### src/hdl/mem_cycle_regs.vh
// Constants for the main-memory cycle controller
`ifndef MEM_CYCLE_REGS_VH
`define MEM_CYCLE_REGS_VH
`define DATA_W          64
`define PAR_W           8
`define MEM_W           72
`define BANKS           4
`define BURST_MAX_BEATS 16
`define BEAT_CNT_W      5
`define LINE_BEATS      4
`define LOW_DRAM_TOP    32'h000A0000
`define ONE_MB          32'h00100000
`define EXT_DRAM_TOP    32'h30100000
`define ROM_HI_BASE     32'hFFFE0000
`define ROM_LO_BASE     32'h000E0000
`define VBIOS_BASE      32'h000C0000
`define VBIOS_TOP       32'h000C8000
`define RESET_VECTOR    32'hFFFFFFF0
`define BANK_SIZE       32'h0C000000
`define ROM_ADDR_W      17
`endif

### src/hdl/mem_cycle_ctrl.v
// Main-memory cycle controller working beside the cache controller
// Operation
// - Decode starts alongside cache lookup
// - Hits: cache owns cycle, DRAM idle
// - Read miss: fetch line to CPU, cache
// - Dirty read miss: write victim line back
// - Write miss: DRAM alone writes memory
// - Burst reads up to 128 bytes
// - Memory path 64 data, 8 parity
// - One parity bit per byte lane
// - Four banks of by-36 modules
// - Bank needs two by-36 modules
// - 640K low, 768MB extended decode
// - Boot ROM at 4GB top, 1MB top
// - Reset fetch from ROM at FFFFFFF0
// - Shadow serves BIOS ranges from DRAM
`include "mem_cycle_regs.vh"
module mem_cycle_ctrl (
  input  wire        clk_in,
  input  wire        rst_in,
  input  wire        ads_in,
  input  wire [31:0] addr_in,
  input  wire        write_in,
  input  wire [4:0]  burst_beats_in,
  input  wire [63:0] wdata_in,
  input  wire        lookup_done_in,
  input  wire        hit_in,
  input  wire        dirty_in,
  input  wire [31:0] victim_addr_in,
  input  wire [63:0] victim_data_in,
  input  wire        shadow_en_in,
  input  wire [3:0]  bank_present_in,
  input  wire        mem_ack_in,
  input  wire [71:0] mem_rdata_in,
  input  wire [7:0]  rom_data_in,
  output reg         busy_out,
  output reg         victim_req_out,
  output reg         rdy_out,
  output reg  [63:0] rdata_out,
  output reg         cache_fill_out,
  output reg         mem_req_out,
  output reg         mem_we_out,
  output reg  [3:0]  bank_sel_out,
  output reg  [31:0] mem_addr_out,
  output reg  [71:0] mem_wdata_out,
  output reg         rom_cs_out,
  output reg  [16:0] rom_addr_out,
  output reg  [7:0]  par_err_out,
  output reg         decode_err_out
);
  localparam ST_IDLE   = 3'h0;
  localparam ST_DECODE = 3'h1;
  localparam ST_VICTIM = 3'h2;
  localparam ST_FILL   = 3'h3;
  localparam ST_WRITE  = 3'h4;
  localparam ST_ROM    = 3'h5;
  localparam ST_DONE   = 3'h6;

  localparam TGT_NONE = 2'h0;
  localparam TGT_DRAM = 2'h1;
  localparam TGT_ROM  = 2'h2;

  // Latched cycle and sequencing state
  reg [2:0]  state;
  reg [31:0] cyc_addr;
  reg        cyc_write;
  reg [4:0]  beats_left;
  reg [1:0]  target;
  reg [3:0]  bank_hit;
  reg [7:0]  rom_beat;
  reg [63:0] rom_word;
  // Parity lanes of write and read data
  wire [7:0] wr_par;
  wire [7:0] rd_par_err;
  wire [63:0] par_src;

  // Address map decode, taken with the cycle start
  function [1:0] map_target;
    input [31:0] a;
    input        shadow;
    begin
      if (a >= `ROM_HI_BASE)
        map_target = TGT_ROM;
      else if (a >= `ROM_LO_BASE && a < `ONE_MB)
        map_target = shadow ? TGT_DRAM : TGT_ROM;
      else if (a >= `VBIOS_BASE && a < `VBIOS_TOP)
        map_target = shadow ? TGT_DRAM : TGT_NONE;
      else if (a < `LOW_DRAM_TOP)
        map_target = TGT_DRAM;
      else if (a >= `ONE_MB && a < `EXT_DRAM_TOP)
        map_target = TGT_DRAM;
      else
        map_target = TGT_NONE;
    end
  endfunction

  // Bank select from address, one of four by-36 pairs
  function [3:0] bank_of;
    input [31:0] a;
    reg   [31:0] off;
    begin
      off = (a >= `ONE_MB) ? a - `ONE_MB : 32'h00000000;
      if (off < `BANK_SIZE)             bank_of = 4'h1;
      else if (off < 2 * `BANK_SIZE)    bank_of = 4'h2;
      else if (off < 3 * `BANK_SIZE)    bank_of = 4'h4;
      else                              bank_of = 4'h8;
    end
  endfunction

  // Burst length: zero means one beat, the top clamps at the maximum
  function [4:0] clamp_beats;
    input [4:0] n;
    begin
      if (n == 5'h00)
        clamp_beats = 5'h01;
      else if (n > `BURST_MAX_BEATS)
        clamp_beats = 5'h10;
      else
        clamp_beats = n;
    end
  endfunction

  // Parity source: processor data on writes, victim line on read misses
  assign par_src = cyc_write ? wdata_in : victim_data_in;

  // Parity generation on write data and check on read data
  byte_parity u_wpar (
    .data_in (par_src),
    .par_in  (8'h00),
    .par_out (wr_par),
    .err_out ()
  );
  byte_parity u_rpar (
    .data_in (mem_rdata_in[63:0]),
    .par_in  (mem_rdata_in[71:64]),
    .par_out (),
    .err_out (rd_par_err)
  );

  // Cycle sequencer
  always @(posedge clk_in) begin
    if (rst_in) begin
      state          <= ST_IDLE;
      cyc_addr       <= 32'h00000000;
      cyc_write      <= 1'b0;
      beats_left     <= 5'h00;
      target         <= TGT_NONE;
      bank_hit       <= 4'h0;
      rom_beat       <= 8'h00;
      rom_word       <= 64'h0000000000000000;
      busy_out       <= 1'b0;
      victim_req_out <= 1'b0;
      rdy_out        <= 1'b0;
      rdata_out      <= 64'h0000000000000000;
      cache_fill_out <= 1'b0;
      mem_req_out    <= 1'b0;
      mem_we_out     <= 1'b0;
      bank_sel_out   <= 4'h0;
      mem_addr_out   <= 32'h00000000;
      mem_wdata_out  <= 72'h000000000000000000;
      rom_cs_out     <= 1'b0;
      rom_addr_out   <= 17'h00000;
      par_err_out    <= 8'h00;
      decode_err_out <= 1'b0;
    end else begin
      rdy_out        <= 1'b0;
      cache_fill_out <= 1'b0;
      decode_err_out <= 1'b0;
      case (state)
        // Wait for a cycle start
        ST_IDLE: begin
          mem_req_out <= 1'b0;
          rom_cs_out  <= 1'b0;
          if (ads_in) begin
            // Decode begins now, before the cache answers
            cyc_addr   <= addr_in;
            cyc_write  <= write_in;
            target     <= map_target(addr_in, shadow_en_in);
            bank_hit   <= bank_of(addr_in);
            beats_left <= clamp_beats(burst_beats_in);
            busy_out   <= 1'b1;
            state      <= ST_DECODE;
          end
        end

        // Cache answer picks who serves the cycle
        ST_DECODE: begin
          if (lookup_done_in) begin
            // Boot ROM read, byte-wide sequence
            if (target == TGT_ROM && !cyc_write) begin
              rom_cs_out   <= 1'b1;
              rom_addr_out <= cyc_addr[16:0];
              rom_beat     <= 8'h00;
              state        <= ST_ROM;
            end else if (target == TGT_NONE || (target == TGT_DRAM &&
                         (bank_hit & bank_present_in) == 4'h0)) begin
              // Unmapped or empty bank: finish without memory
              decode_err_out <= 1'b1;
              rdy_out        <= 1'b1;
              state          <= ST_DONE;
            end else if (hit_in || target == TGT_ROM) begin
              // Cache serves hits; writes to ROM are dropped
              state <= ST_DONE;
            end else if (cyc_write) begin
              // Write miss goes straight to memory
              mem_req_out   <= 1'b1;
              mem_we_out    <= 1'b1;
              bank_sel_out  <= bank_hit;
              mem_addr_out  <= cyc_addr;
              mem_wdata_out <= {wr_par, wdata_in};
              state         <= ST_WRITE;
            end else if (dirty_in) begin
              // First victim beat must already stand with the request
              mem_wdata_out  <= {wr_par, victim_data_in};
              victim_req_out <= 1'b1;
              mem_req_out    <= 1'b1;
              mem_we_out     <= 1'b1;
              bank_sel_out   <= bank_of(victim_addr_in);
              mem_addr_out   <= victim_addr_in;
              beats_left     <= beats_left;
              state          <= ST_VICTIM;
            end else begin
              mem_req_out  <= 1'b1;
              mem_we_out   <= 1'b0;
              bank_sel_out <= bank_hit;
              mem_addr_out <= cyc_addr;
              state        <= ST_FILL;
            end
          end
        end

        // Write-back of the victim line
        ST_VICTIM: begin
          // Copy back one beat of the victim line per accepted access
          mem_wdata_out <= {wr_par, victim_data_in};
          if (mem_ack_in) begin
            if (rom_beat == `LINE_BEATS - 1) begin
              rom_beat       <= 8'h00;
              victim_req_out <= 1'b0;
              mem_we_out     <= 1'b0;
              bank_sel_out   <= bank_hit;
              mem_addr_out   <= cyc_addr;
              state          <= ST_FILL;
            end else begin
              rom_beat     <= rom_beat + 8'h01;
              mem_addr_out <= mem_addr_out + 32'h00000008;
            end
          end
        end

        // Line fill, one beat per accepted read
        ST_FILL: begin
          if (mem_ack_in) begin
            rdata_out      <= mem_rdata_in[63:0];
            rdy_out        <= 1'b1;
            cache_fill_out <= 1'b1;
            par_err_out    <= par_err_out | rd_par_err;
            mem_addr_out   <= mem_addr_out + 32'h00000008;
            beats_left     <= beats_left - 5'h01;
            if (beats_left == 5'h01) begin
              mem_req_out <= 1'b0;
              state       <= ST_DONE;
            end
          end
        end

        // Single write beat of a write miss
        ST_WRITE: begin
          if (mem_ack_in) begin
            mem_req_out <= 1'b0;
            mem_we_out  <= 1'b0;
            rdy_out     <= 1'b1;
            state       <= ST_DONE;
          end
        end

        // Boot ROM byte sequence
        ST_ROM: begin
          // Assemble a 64-bit word from eight byte reads of the 8-bit ROM
          rom_word     <= {rom_data_in, rom_word[63:8]};
          rom_addr_out <= rom_addr_out + 17'h00001;
          rom_beat     <= rom_beat + 8'h01;
          if (rom_beat == 8'h07) begin
            rdata_out  <= {rom_data_in, rom_word[63:8]};
            rdy_out    <= 1'b1;
            rom_cs_out <= 1'b0;
            rom_beat   <= 8'h00;
            state      <= ST_DONE;
          end
        end

        // Release busy, back to idle
        ST_DONE: begin
          busy_out <= 1'b0;
          state    <= ST_IDLE;
        end

        // Unused codes fall back to idle
        default: begin
          state <= ST_IDLE;
        end
      endcase
    end
  end
endmodule

### src/hdl/byte_parity.v
// Per-byte even parity generation and lane compare
module byte_parity (
  input  wire [63:0] data_in,
  input  wire [7:0]  par_in,
  output wire [7:0]  par_out,
  output wire [7:0]  err_out
);
  genvar g;
  // One parity bit per byte lane
  generate
    for (g = 0; g < 8; g = g + 1) begin : lane
      assign par_out[g] = ^data_in[g*8+7:g*8];
      assign err_out[g] = par_out[g] ^ par_in[g];
    end
  endgenerate
endmodule

### config.mk
export PLATFORM = sky130hd
export DESIGN_NAME = mem_cycle_ctrl
export DESIGN_NICKNAME = d
export VERILOG_FILES = /design/src/hdl/mem_cycle_ctrl.v /design/src/hdl/byte_parity.v
export VERILOG_INCLUDE_DIRS = /design/src /design/src/hdl
export SDC_FILE = /design/constraint.sdc
export NUM_CORES = 1
export LEC_CHECK = 0
export BUFFER_PORTS_ARGS = -buffer_cell sky130_fd_sc_hd__buf_2
export CAP_MARGIN = 20
export CORE_AREA = 2 2 192 194
export CTS_BUF_LIST = sky130_fd_sc_hd__clkbuf_8
export DETAILED_ROUTE_END_ITERATION = 8
export DIE_AREA = 0 0 194 196
export PLACE_DENSITY_LB_ADDON = 0.2
export SKIP_LAST_GASP = 1
export SLEW_MARGIN = 5
export SYNTH_ARGS = -nofsm -noshare
export SYNTH_HDL_FRONTEND = slang
export SYNTH_SLANG_ARGS = --single-unit
export TNS_END_PERCENT = 20
### constraint.sdc
create_clock -name clk_in -period 4.3 [get_ports clk_in]
set_input_delay 0.86 -clock clk_in [delete_from_list [all_inputs] [get_ports clk_in]]
set_output_delay 0.86 -clock clk_in [all_outputs]
set_load 0.02 [all_outputs]
==> metrics.md, run 1 <==
| Metric | Value |
|---|---|
| Hold buffers post-CTS | `0` |
| Synthesis-to-layout area growth | `23.9%` |
| Final Non-Filler Cells | `2970` |
| Most area-consuming cells after synthesis | `dfxtp_1, nand2_1, a311oi_1, a21oi_1, xnor2_1` |
| # Post-CTS Setup Buffers | `0` |
| Setup TNS | `0 ns` |
| P_sw | `4460 µW` |
| First-pass GRT wire length | `88.8 mm` |
| Cells after Synth | `between 2k and 2.5k` |
| Post-route DRC | `0` |
| Die height | `196 µm` |
| Vias in the first global route | `16.3k` |
| CP bufs+invs | `1` |
| Worst-margin pin slew | `1.09 ns` |
| Mux contribution to synthesized area | `0.0198` |
| Post-layout util | `0.557` |
| Xor/xnor cell area share of the yosys netlist | `0.0854` |
| Final setup viols | `0` |
| Critical path's top delay family | `simple AND/OR/NAND/NOR gates` |
| Top cell type by total area after synthesis | `dfxtp_1` |
| Register area share after synthesis | `0.390` |
| PwrDens | `between 500 and 600 nW/µm²` |
| Worst Path Required | `4.83 ns` |
| Die Wd | `194 µm` |
| Boundary pin count | `495` |
| Placer Congestion | `0.908` |
| Core Rows | `70` |
| Fin crit period | `3.19 ns` |
| Class of the worst hold path | `input pin to flop` |
| Synth unique cells | `85` |
| Yosys Warn Count | `0` |
| CTS root buffer | `clkbuf_8` |
| Fin. Hold Viols | `0` |
| Nets | `2751` |
| CTS buffer count | `54` |
| Worst VDD drop | `0.393 mV` |
| Post-synthesis async set-or-reset flop share | `0` |
| P_int | `6500 µW` |
| Seq pwr share | `0.364` |
| Main synth FF type | `dfxtp_1` |
| Adder-cell share of the synthesized area | `0.00386` |
| Share of cells above drive strength 1 | `0.257` |
| Largest net degree at the start of global routing | `between 100 and 150` |
| DRT Pass-1 Iters | `7` |
| Core Box Area | `36100 µm²` |
| Worst-Skew Late Latency | `0.66 ns` |
| H-tree Lvls | `2` |
| CP Capture Type | `flop` |
| Mapped Avg Cell Area | `7.97 µm²` |
| I/O Buffers | `494` |
| WS Path Type | `flop to flop` |
| RSZ-0062 raised after global routing | `false` |
| Hold_ws | `0.440 ns` |
| Final WS setup | `between 1 and 1.5 ns` |
| Met1 Use GR | `0.366` |
| Count leader, synth | `nand2_1` |
| Grt ovf | `0` |
| Initial antenna violation count | `10` |
| Clock slew seen by the registers of the worst setup and hold paths | `0.06 ns` |
| Max Clk Rate | `roughly 310 MHz` |
| Global Route Usage Sum | `0.289` |
| Met2 Track Usage GR | `0.460` |
| Setup WS pre-CTS | `1.18 ns` |
| Switching Share | `0.407` |
| Clock power share | `0.259` |
| Via density | `5.80` |
| Largest buffer count on any clock path | `3` |
| Most frequent cells after synthesis | `nand2_1, dfxtp_1, nor2_1, a21oi_1, a311oi_1` |
| Slew margin rel. | `0.273` |
| Global-route layer with the greatest usage | `met2` |
| Setup crit start kind | `flop` |
| CP max FO | `26` |
| Mapped cell area | `16200 µm²` |
| Clk_skew | `0.0389 ns` |
| CP cell instances | `and2b_1 -> nand2_1 -> o21ai_2 -> buf_4 -> nor2_1 -> a2111oi_1` |
| Met3 usage | `0.0725` |
| Number of flops mapped to enable cells by yosys | `0` |
| Combinational share of power | `0.377` |
| Simple-Gate Fraction of Synth Area | `0.220` |
| Placed instance count | `between 2k and 3k` |
| CP Data Arrival Time | `3.72 ns` |
| Post-route ant nets | `0` |
| Worst path slowest cell | `dfxtp_1` |
| Outcome | `completed` |
| Top-area cell type share of the netlist area | `0.390` |
| Largest family of logic cells by synthesized area | `compound AO/OA/AOI/OAI gates` |
| Syn Nets | `2329` |
| Initial Util | `0.449` |
| CTS tree | `yes` |
| Starting DRC count in detailed routing | `approximately 1.4k` |
| Leakage power | `0.00811 µW` |
| Max-Cap Viols | `0` |
| Crit path largest cell delay | `0.81 ns` |
| Fraction of the mapped netlist area in compound gates | `0.232` |
| Vias | `about 17k` |
| WL/cell | `19.4 µm` |
| DRT Wirelength | `~58 mm` |
| Clk sink count | `316` |
| Post-DP HPWL | `41.7 mm` |
| Post_cts resized | `0` |
| Die Area | `38000 µm²` |
| Slew Limit Fails | `0` |
| Crit share post-route | `0.741` |
| Post-synthesis register bit count | `316` |
-- final timing paths --
| check | start | endpoint | slack [ns] | cells after the start |
|---|---|---|---|---|
| max | state[1] | mem_addr_out[18] | 1.11 | 6 |
| min | write_in | cyc_write | 0.44 | 3 |
| max reg2reg | state[1] | mem_addr_out[18] | 1.11 | 6 |
| min reg2reg | rom_word[22] | rom_word[22] | 0.45 | 2 |
-- cell families (layout without fill, tap and decap cells) --
group	after synthesis	count (layout)
AND/OR/NAND/NOR	802	802
XOR/XNOR	158	158
AO/OA/AOI/OAI	527	527
adder cells (fa/ha/maj)	5	5
buffers and inverters	194	654
multiplexers	32	32
other	0	8
flip-flops	316	316
-- per-stage QoR --
step	power, µW	cell area (µm²)
2_1_floorplan	6720	16200
4_1_cts	11000	20100
6_report	11000	20100
3_5_place_dp	8140	18900
5_1_grt	11600	20100
3_3_place_gp	8060	18900
-- final cells by class --
type                            count  area [µm²]
Inverter                           36         135
Clock inverter                     22         135
Timing Repair Buffer              524        2750
Clock buffer                       72         991
Antenna cell                        8        20.0
Tap cell                          468         586
Fill cell                        3502       16000
Sequential cell                   316        6330
Multi-Input combinational cell   1524        9140
-- per-layer routing --
layer  vias up  part of all wire
met4         2             0.041
met5         -           0.00021
met2       770              0.46
met1      8119              0.42
li1       8191                 -
met3       137             0.085
-- cell usage in the layout (no fill, tap or decap), types with 5 or more instances in the layout --
cell and instances:
a221oi_1 17, o32ai_1 10, xor2_1 64, o21ai_0 43, a311oi_1 142, inv_1 51
nor3_1 18, ha_1 5, a211oi_1 19, o31ai_1 11, buf_2 493, nor2b_1 6
dfxtp_1 315, nand3_1 93, o211ai_1 9, a22o_1 8, nand2_1 383, a31oi_1 12
and3_1 11, a22oi_1 5, diode_2 8, nand4_1 17, nor2_1 189, nand2b_1 5
clkbuf_8 72, and2_1 11, a2111oi_0 11, a21o_1 6, a21oi_1 166, o22ai_1 6
buf_4 26, mux2i_1 32, xnor2_1 94, nor4_1 21, or3_1 8, a2111oi_1 6
-- power groups by stage --
stage               sequential [µW]  combinational [µW]  clock (µW)
floorplan                      4360                2360           0
global placement               4020                4040           0
detailed placement             4020                4120           0
CTS                            3980                4120        2900
global route                   4060                4520        3040
finish                         3990                4130        2840
-- sequential cells by signal, summed over array words and instances (netlist names), 2 cells and up --
| signal | flops |
|---|---|
| par_err_out | 8 |
| bank_sel_out | 4 |
| rom_beat | 8 |
| mem_addr_out | 32 |
| rom_addr_out | 17 |
| beats_left | 5 |
| mem_wdata_out | 72 |
| bank_hit | 4 |
| cyc_addr | 32 |
| rom_word | 56 |
| target | 2 |
| state | 3 |
| rdata_out | 64 |
-- worst reg2reg max path, stage by stage, from the launching register on --
cell	delay (ns)
dfxtp_1	0.81
and2b_1	0.69
nand2_1	0.38
o21ai_2	0.36
buf_4	0.37
nor2_1	0.07
a2111oi_1	0.38
Note: power is estimated with default switching activity, not from simulation.
==> run 2: changes to the inputs <==
--- a/config.mk
+++ b/config.mk
@@ -8,10 +8,10 @@
 export LEC_CHECK = 0
 export BUFFER_PORTS_ARGS = -buffer_cell sky130_fd_sc_hd__buf_2
 export CAP_MARGIN = 20
-export CORE_AREA = 2 2 192 194
+export CORE_AREA = 2 2 193 195
 export CTS_BUF_LIST = sky130_fd_sc_hd__clkbuf_8
 export DETAILED_ROUTE_END_ITERATION = 8
-export DIE_AREA = 0 0 194 196
+export DIE_AREA = 0 0 195 197
 export PLACE_DENSITY_LB_ADDON = 0.2
 export SKIP_LAST_GASP = 1
 export SLEW_MARGIN = 5
==> constraint.sdc (replaced) <==
create_clock -name clk_in -period 2.8 [get_ports clk_in]
set_input_delay 0.56 -clock clk_in [delete_from_list [all_inputs] [get_ports clk_in]]
set_output_delay 0.56 -clock clk_in [all_outputs]
set_load 0.02 [all_outputs]
==> metrics.md, run 2 (synthesized netlist as in run 1, its figures left out) <==
| Metric | Value |
|---|---|
| Commonest non-fill, non-tap cells in the layout | `buf_2, nand2_1, dfxtp_1, nor2_1, a21oi_1` |
| Post_cts resized | `0 (unchanged)` |
| Hold depth | `3 (unchanged)` |
| CTS root buffer | `clkbuf_8` |
| Setup crit start kind | `flop` |
| Met1 Wirelength | `24.2 mm (+1.1%)` |
| First-pass GRT wire length | `90.5 mm (+1.9%)` |
| Core Rows | `70 (unchanged)` |
| Worst-Skew Late Latency | `0.66 ns (about the same)` |
| Clk sink count | `316 (unchanged)` |
| Most flops, register | `mem_wdata_out` |
| Via density | `5.79 (-0.16%)` |
| Max-Cap Viols | `0 (unchanged)` |
| Max Clk Rate | `399 MHz (+27%)` |
| CP Data Arrival Time | `3.06 ns (-0.66 ns)` |
| Crit share post-route | `0.894 (+0.153)` |
| Cell area after layout | `20400 µm² (+1.5%)` |
| H-tree Lvls | `2 (unchanged)` |
| WS Path Type | `flop to flop` |
| Leakage power | `0.00828 µW (+2.1%)` |
| Boundary pin count | `495 (unchanged)` |
| Worst-margin pin slew | `0.920 ns (-0.168 ns)` |
| Vias in the first global route | `16.6k (+2.2%)` |
| Met3 wire len | `4.59 mm (-6.5%)` |
| CP Capture Type | `flop` |
| Initial Util | `0.447 (-0.00217)` |
| Most frequent CP cell | `nand2_1` |
| Top flop regs | `mem_wdata_out x72, rdata_out x64, rom_word x56` |
| Die Wd | `195 µm (+0.52%)` |
| Clk_skew | `0.0412 ns (+0.00238 ns)` |
| Post-route DRC | `0 (unchanged)` |
| Worst VDD drop | `0.560 mV (+43%)` |
| Grt ovf | `0 (unchanged)` |
| Post-DP HPWL | `43.1 mm (+3.4%)` |
| R2r startpoint | `state[0]` |
| Placer Congestion | `0.977 (+7.5%)` |
| Commonest non-fill, non-tap cell in the layout | `buf_2` |
| Highest metal used | `met4` |
| Die height | `197 µm (+0.51%)` |
| DRT Wirelength | `58.7 mm (+1.7%)` |
| CTS tree | `yes` |
| Die Area | `38400 µm² (+1.0%)` |
| Vias | `17.4k (+0.92%)` |
| Initial antenna violation count | `8 (-2)` |
| Share of cells above drive strength 1 | `0.266 (+0.00893)` |
| DRT Pass-1 Iters | `5 (-2)` |
| Largest buffer count on any clock path | `3 (unchanged)` |
| Core Box Area | `36300 µm² (+0.49%)` |
| Worst Min Path Start | `addr_in[7]` |
| RSZ-0062 raised after global routing | `false` |
| End of the worst hold path | `cyc_addr[7]` |
| Fin crit period | `2.50 ns (-0.683 ns)` |
| CTS buffer count | `55 (+1.9%)` |
| Placed cell areas | `19200 µm² (+1.4%)` |
| Hold buffers post-CTS | `0 (unchanged)` |
| Final setup viols | `0 (unchanged)` |
| Worst path slowest cell | `dfxtp_1` |
| Setup TNS | `0 ns (unchanged)` |
| RR Endpoint | `mem_addr_out[5]` |
| Post-route ant nets | `0 (unchanged)` |
| # Post-CTS Setup Buffers | `0 (unchanged)` |
| Crit path largest cell delay | `0.65 ns (-0.16 ns)` |
| WL/cell | `19.6 µm (+0.66%)` |
| Clock slew seen by the registers of the worst setup and hold paths | `0.06 ns (about the same)` |
| Reg2Reg Depth | `5 (-1)` |
| CP cell instances | `nor3b_1 -> nand2_1 -> o21ai_2 -> nand2_1 -> o32ai_1` |
| Global Route Usage Sum | `0.294 (+0.00438)` |
| Starting DRC count in detailed routing | `1111 (-22%)` |
| I/O Buffers | `494 (unchanged)` |
| Worst Path Required | `3.36 ns (-1.47 ns)` |
| Max reg flops | `72 (unchanged)` |
| Synthesis-to-layout area growth | `25.8%` |
| WL met2 | `27.6 mm (+4.5%)` |
| Outcome | `completed` |
| FF-to-FF setup slack | `0.30 ns (-0.82 ns)` |
| PwrDens | `839 nW/µm² (+54%)` |
| Nets | `2777 (+0.95%)` |
| Slew margin rel. | `0.371 (+0.0981)` |
| Fin. Hold Viols | `0 (unchanged)` |
| Slew Limit Fails | `0 (unchanged)` |
| Post-layout util | `0.562 (+0.00587)` |
| CP max FO | `17 (-35%)` |
| Class of the worst hold path | `input pin to flop` |
| Largest net degree at the start of global routing | `146 (+13%)` |
## run 2: metal layers
metal / global-route usage / up-vias
li1: - / 8242
met4: 0.135 / 0
met2: 0.479 / 769
met5: 0 / -
met3: 0.0628 / 124
met1: 0.372 / 8242
## run 2: stage by stage
stage	power, µW	std cells	setup WS [ns]	hold WS (ns)
after CTS	17200	2991	0.322	0.109
after global routing	18100	2999	0.133	0.142
after global placement	12500	2893	0.338	0.441
after floorplan	10300	2034	0.687	0.436
final	17100	3002	0.296	0.141
after detailed placement	12700	2893	0.275	0.447
## run 2: worst max path at each step
stage,slack (ns),to,cells after the start,startpoint
floorplan,0.69,mem_addr_out[25],7,mem_addr_out[3]
global placement,0.34,mem_addr_out[10],6,bank_present_in[0]
detailed placement,0.28,mem_addr_out[5],6,bank_present_in[0]
CTS,0.32,mem_addr_out[5],6,state[1]
global route,0.13,mem_addr_out[10],5,state[1]
finish,0.30,mem_addr_out[5],5,state[0]
## run 2: worst max-delay path: cells and delay by family, from the launching register on
| kind | cells | cell delay [ns] |
|---|---|---|
| compound gates | 2 | 0.83 |
| simple gates | 3 | 0.92 |
| flops | 1 | 0.65 |
## run 2: final cells by class
cell class,instances,area [µm²]
clock buffer,76,1050
timing repair buffer,549,3010
fill,3455,15900
antenna,11,27.5
multi-input combinational,1524,9140
sequential,316,6330
inverter,36,135
clock inverter,22,125
tap,468,586
## run 2: where the power goes
| part | internal (µW) | switching [µW] | total (µW) |
|---|---|---|---|
| clock network | 2490 | 1960 | 4450 |
| logic | 2400 | 4230 | 6630 |
| registers | 5350 | 694 | 6040 |
| total | 10200 | 6880 | 17100 |
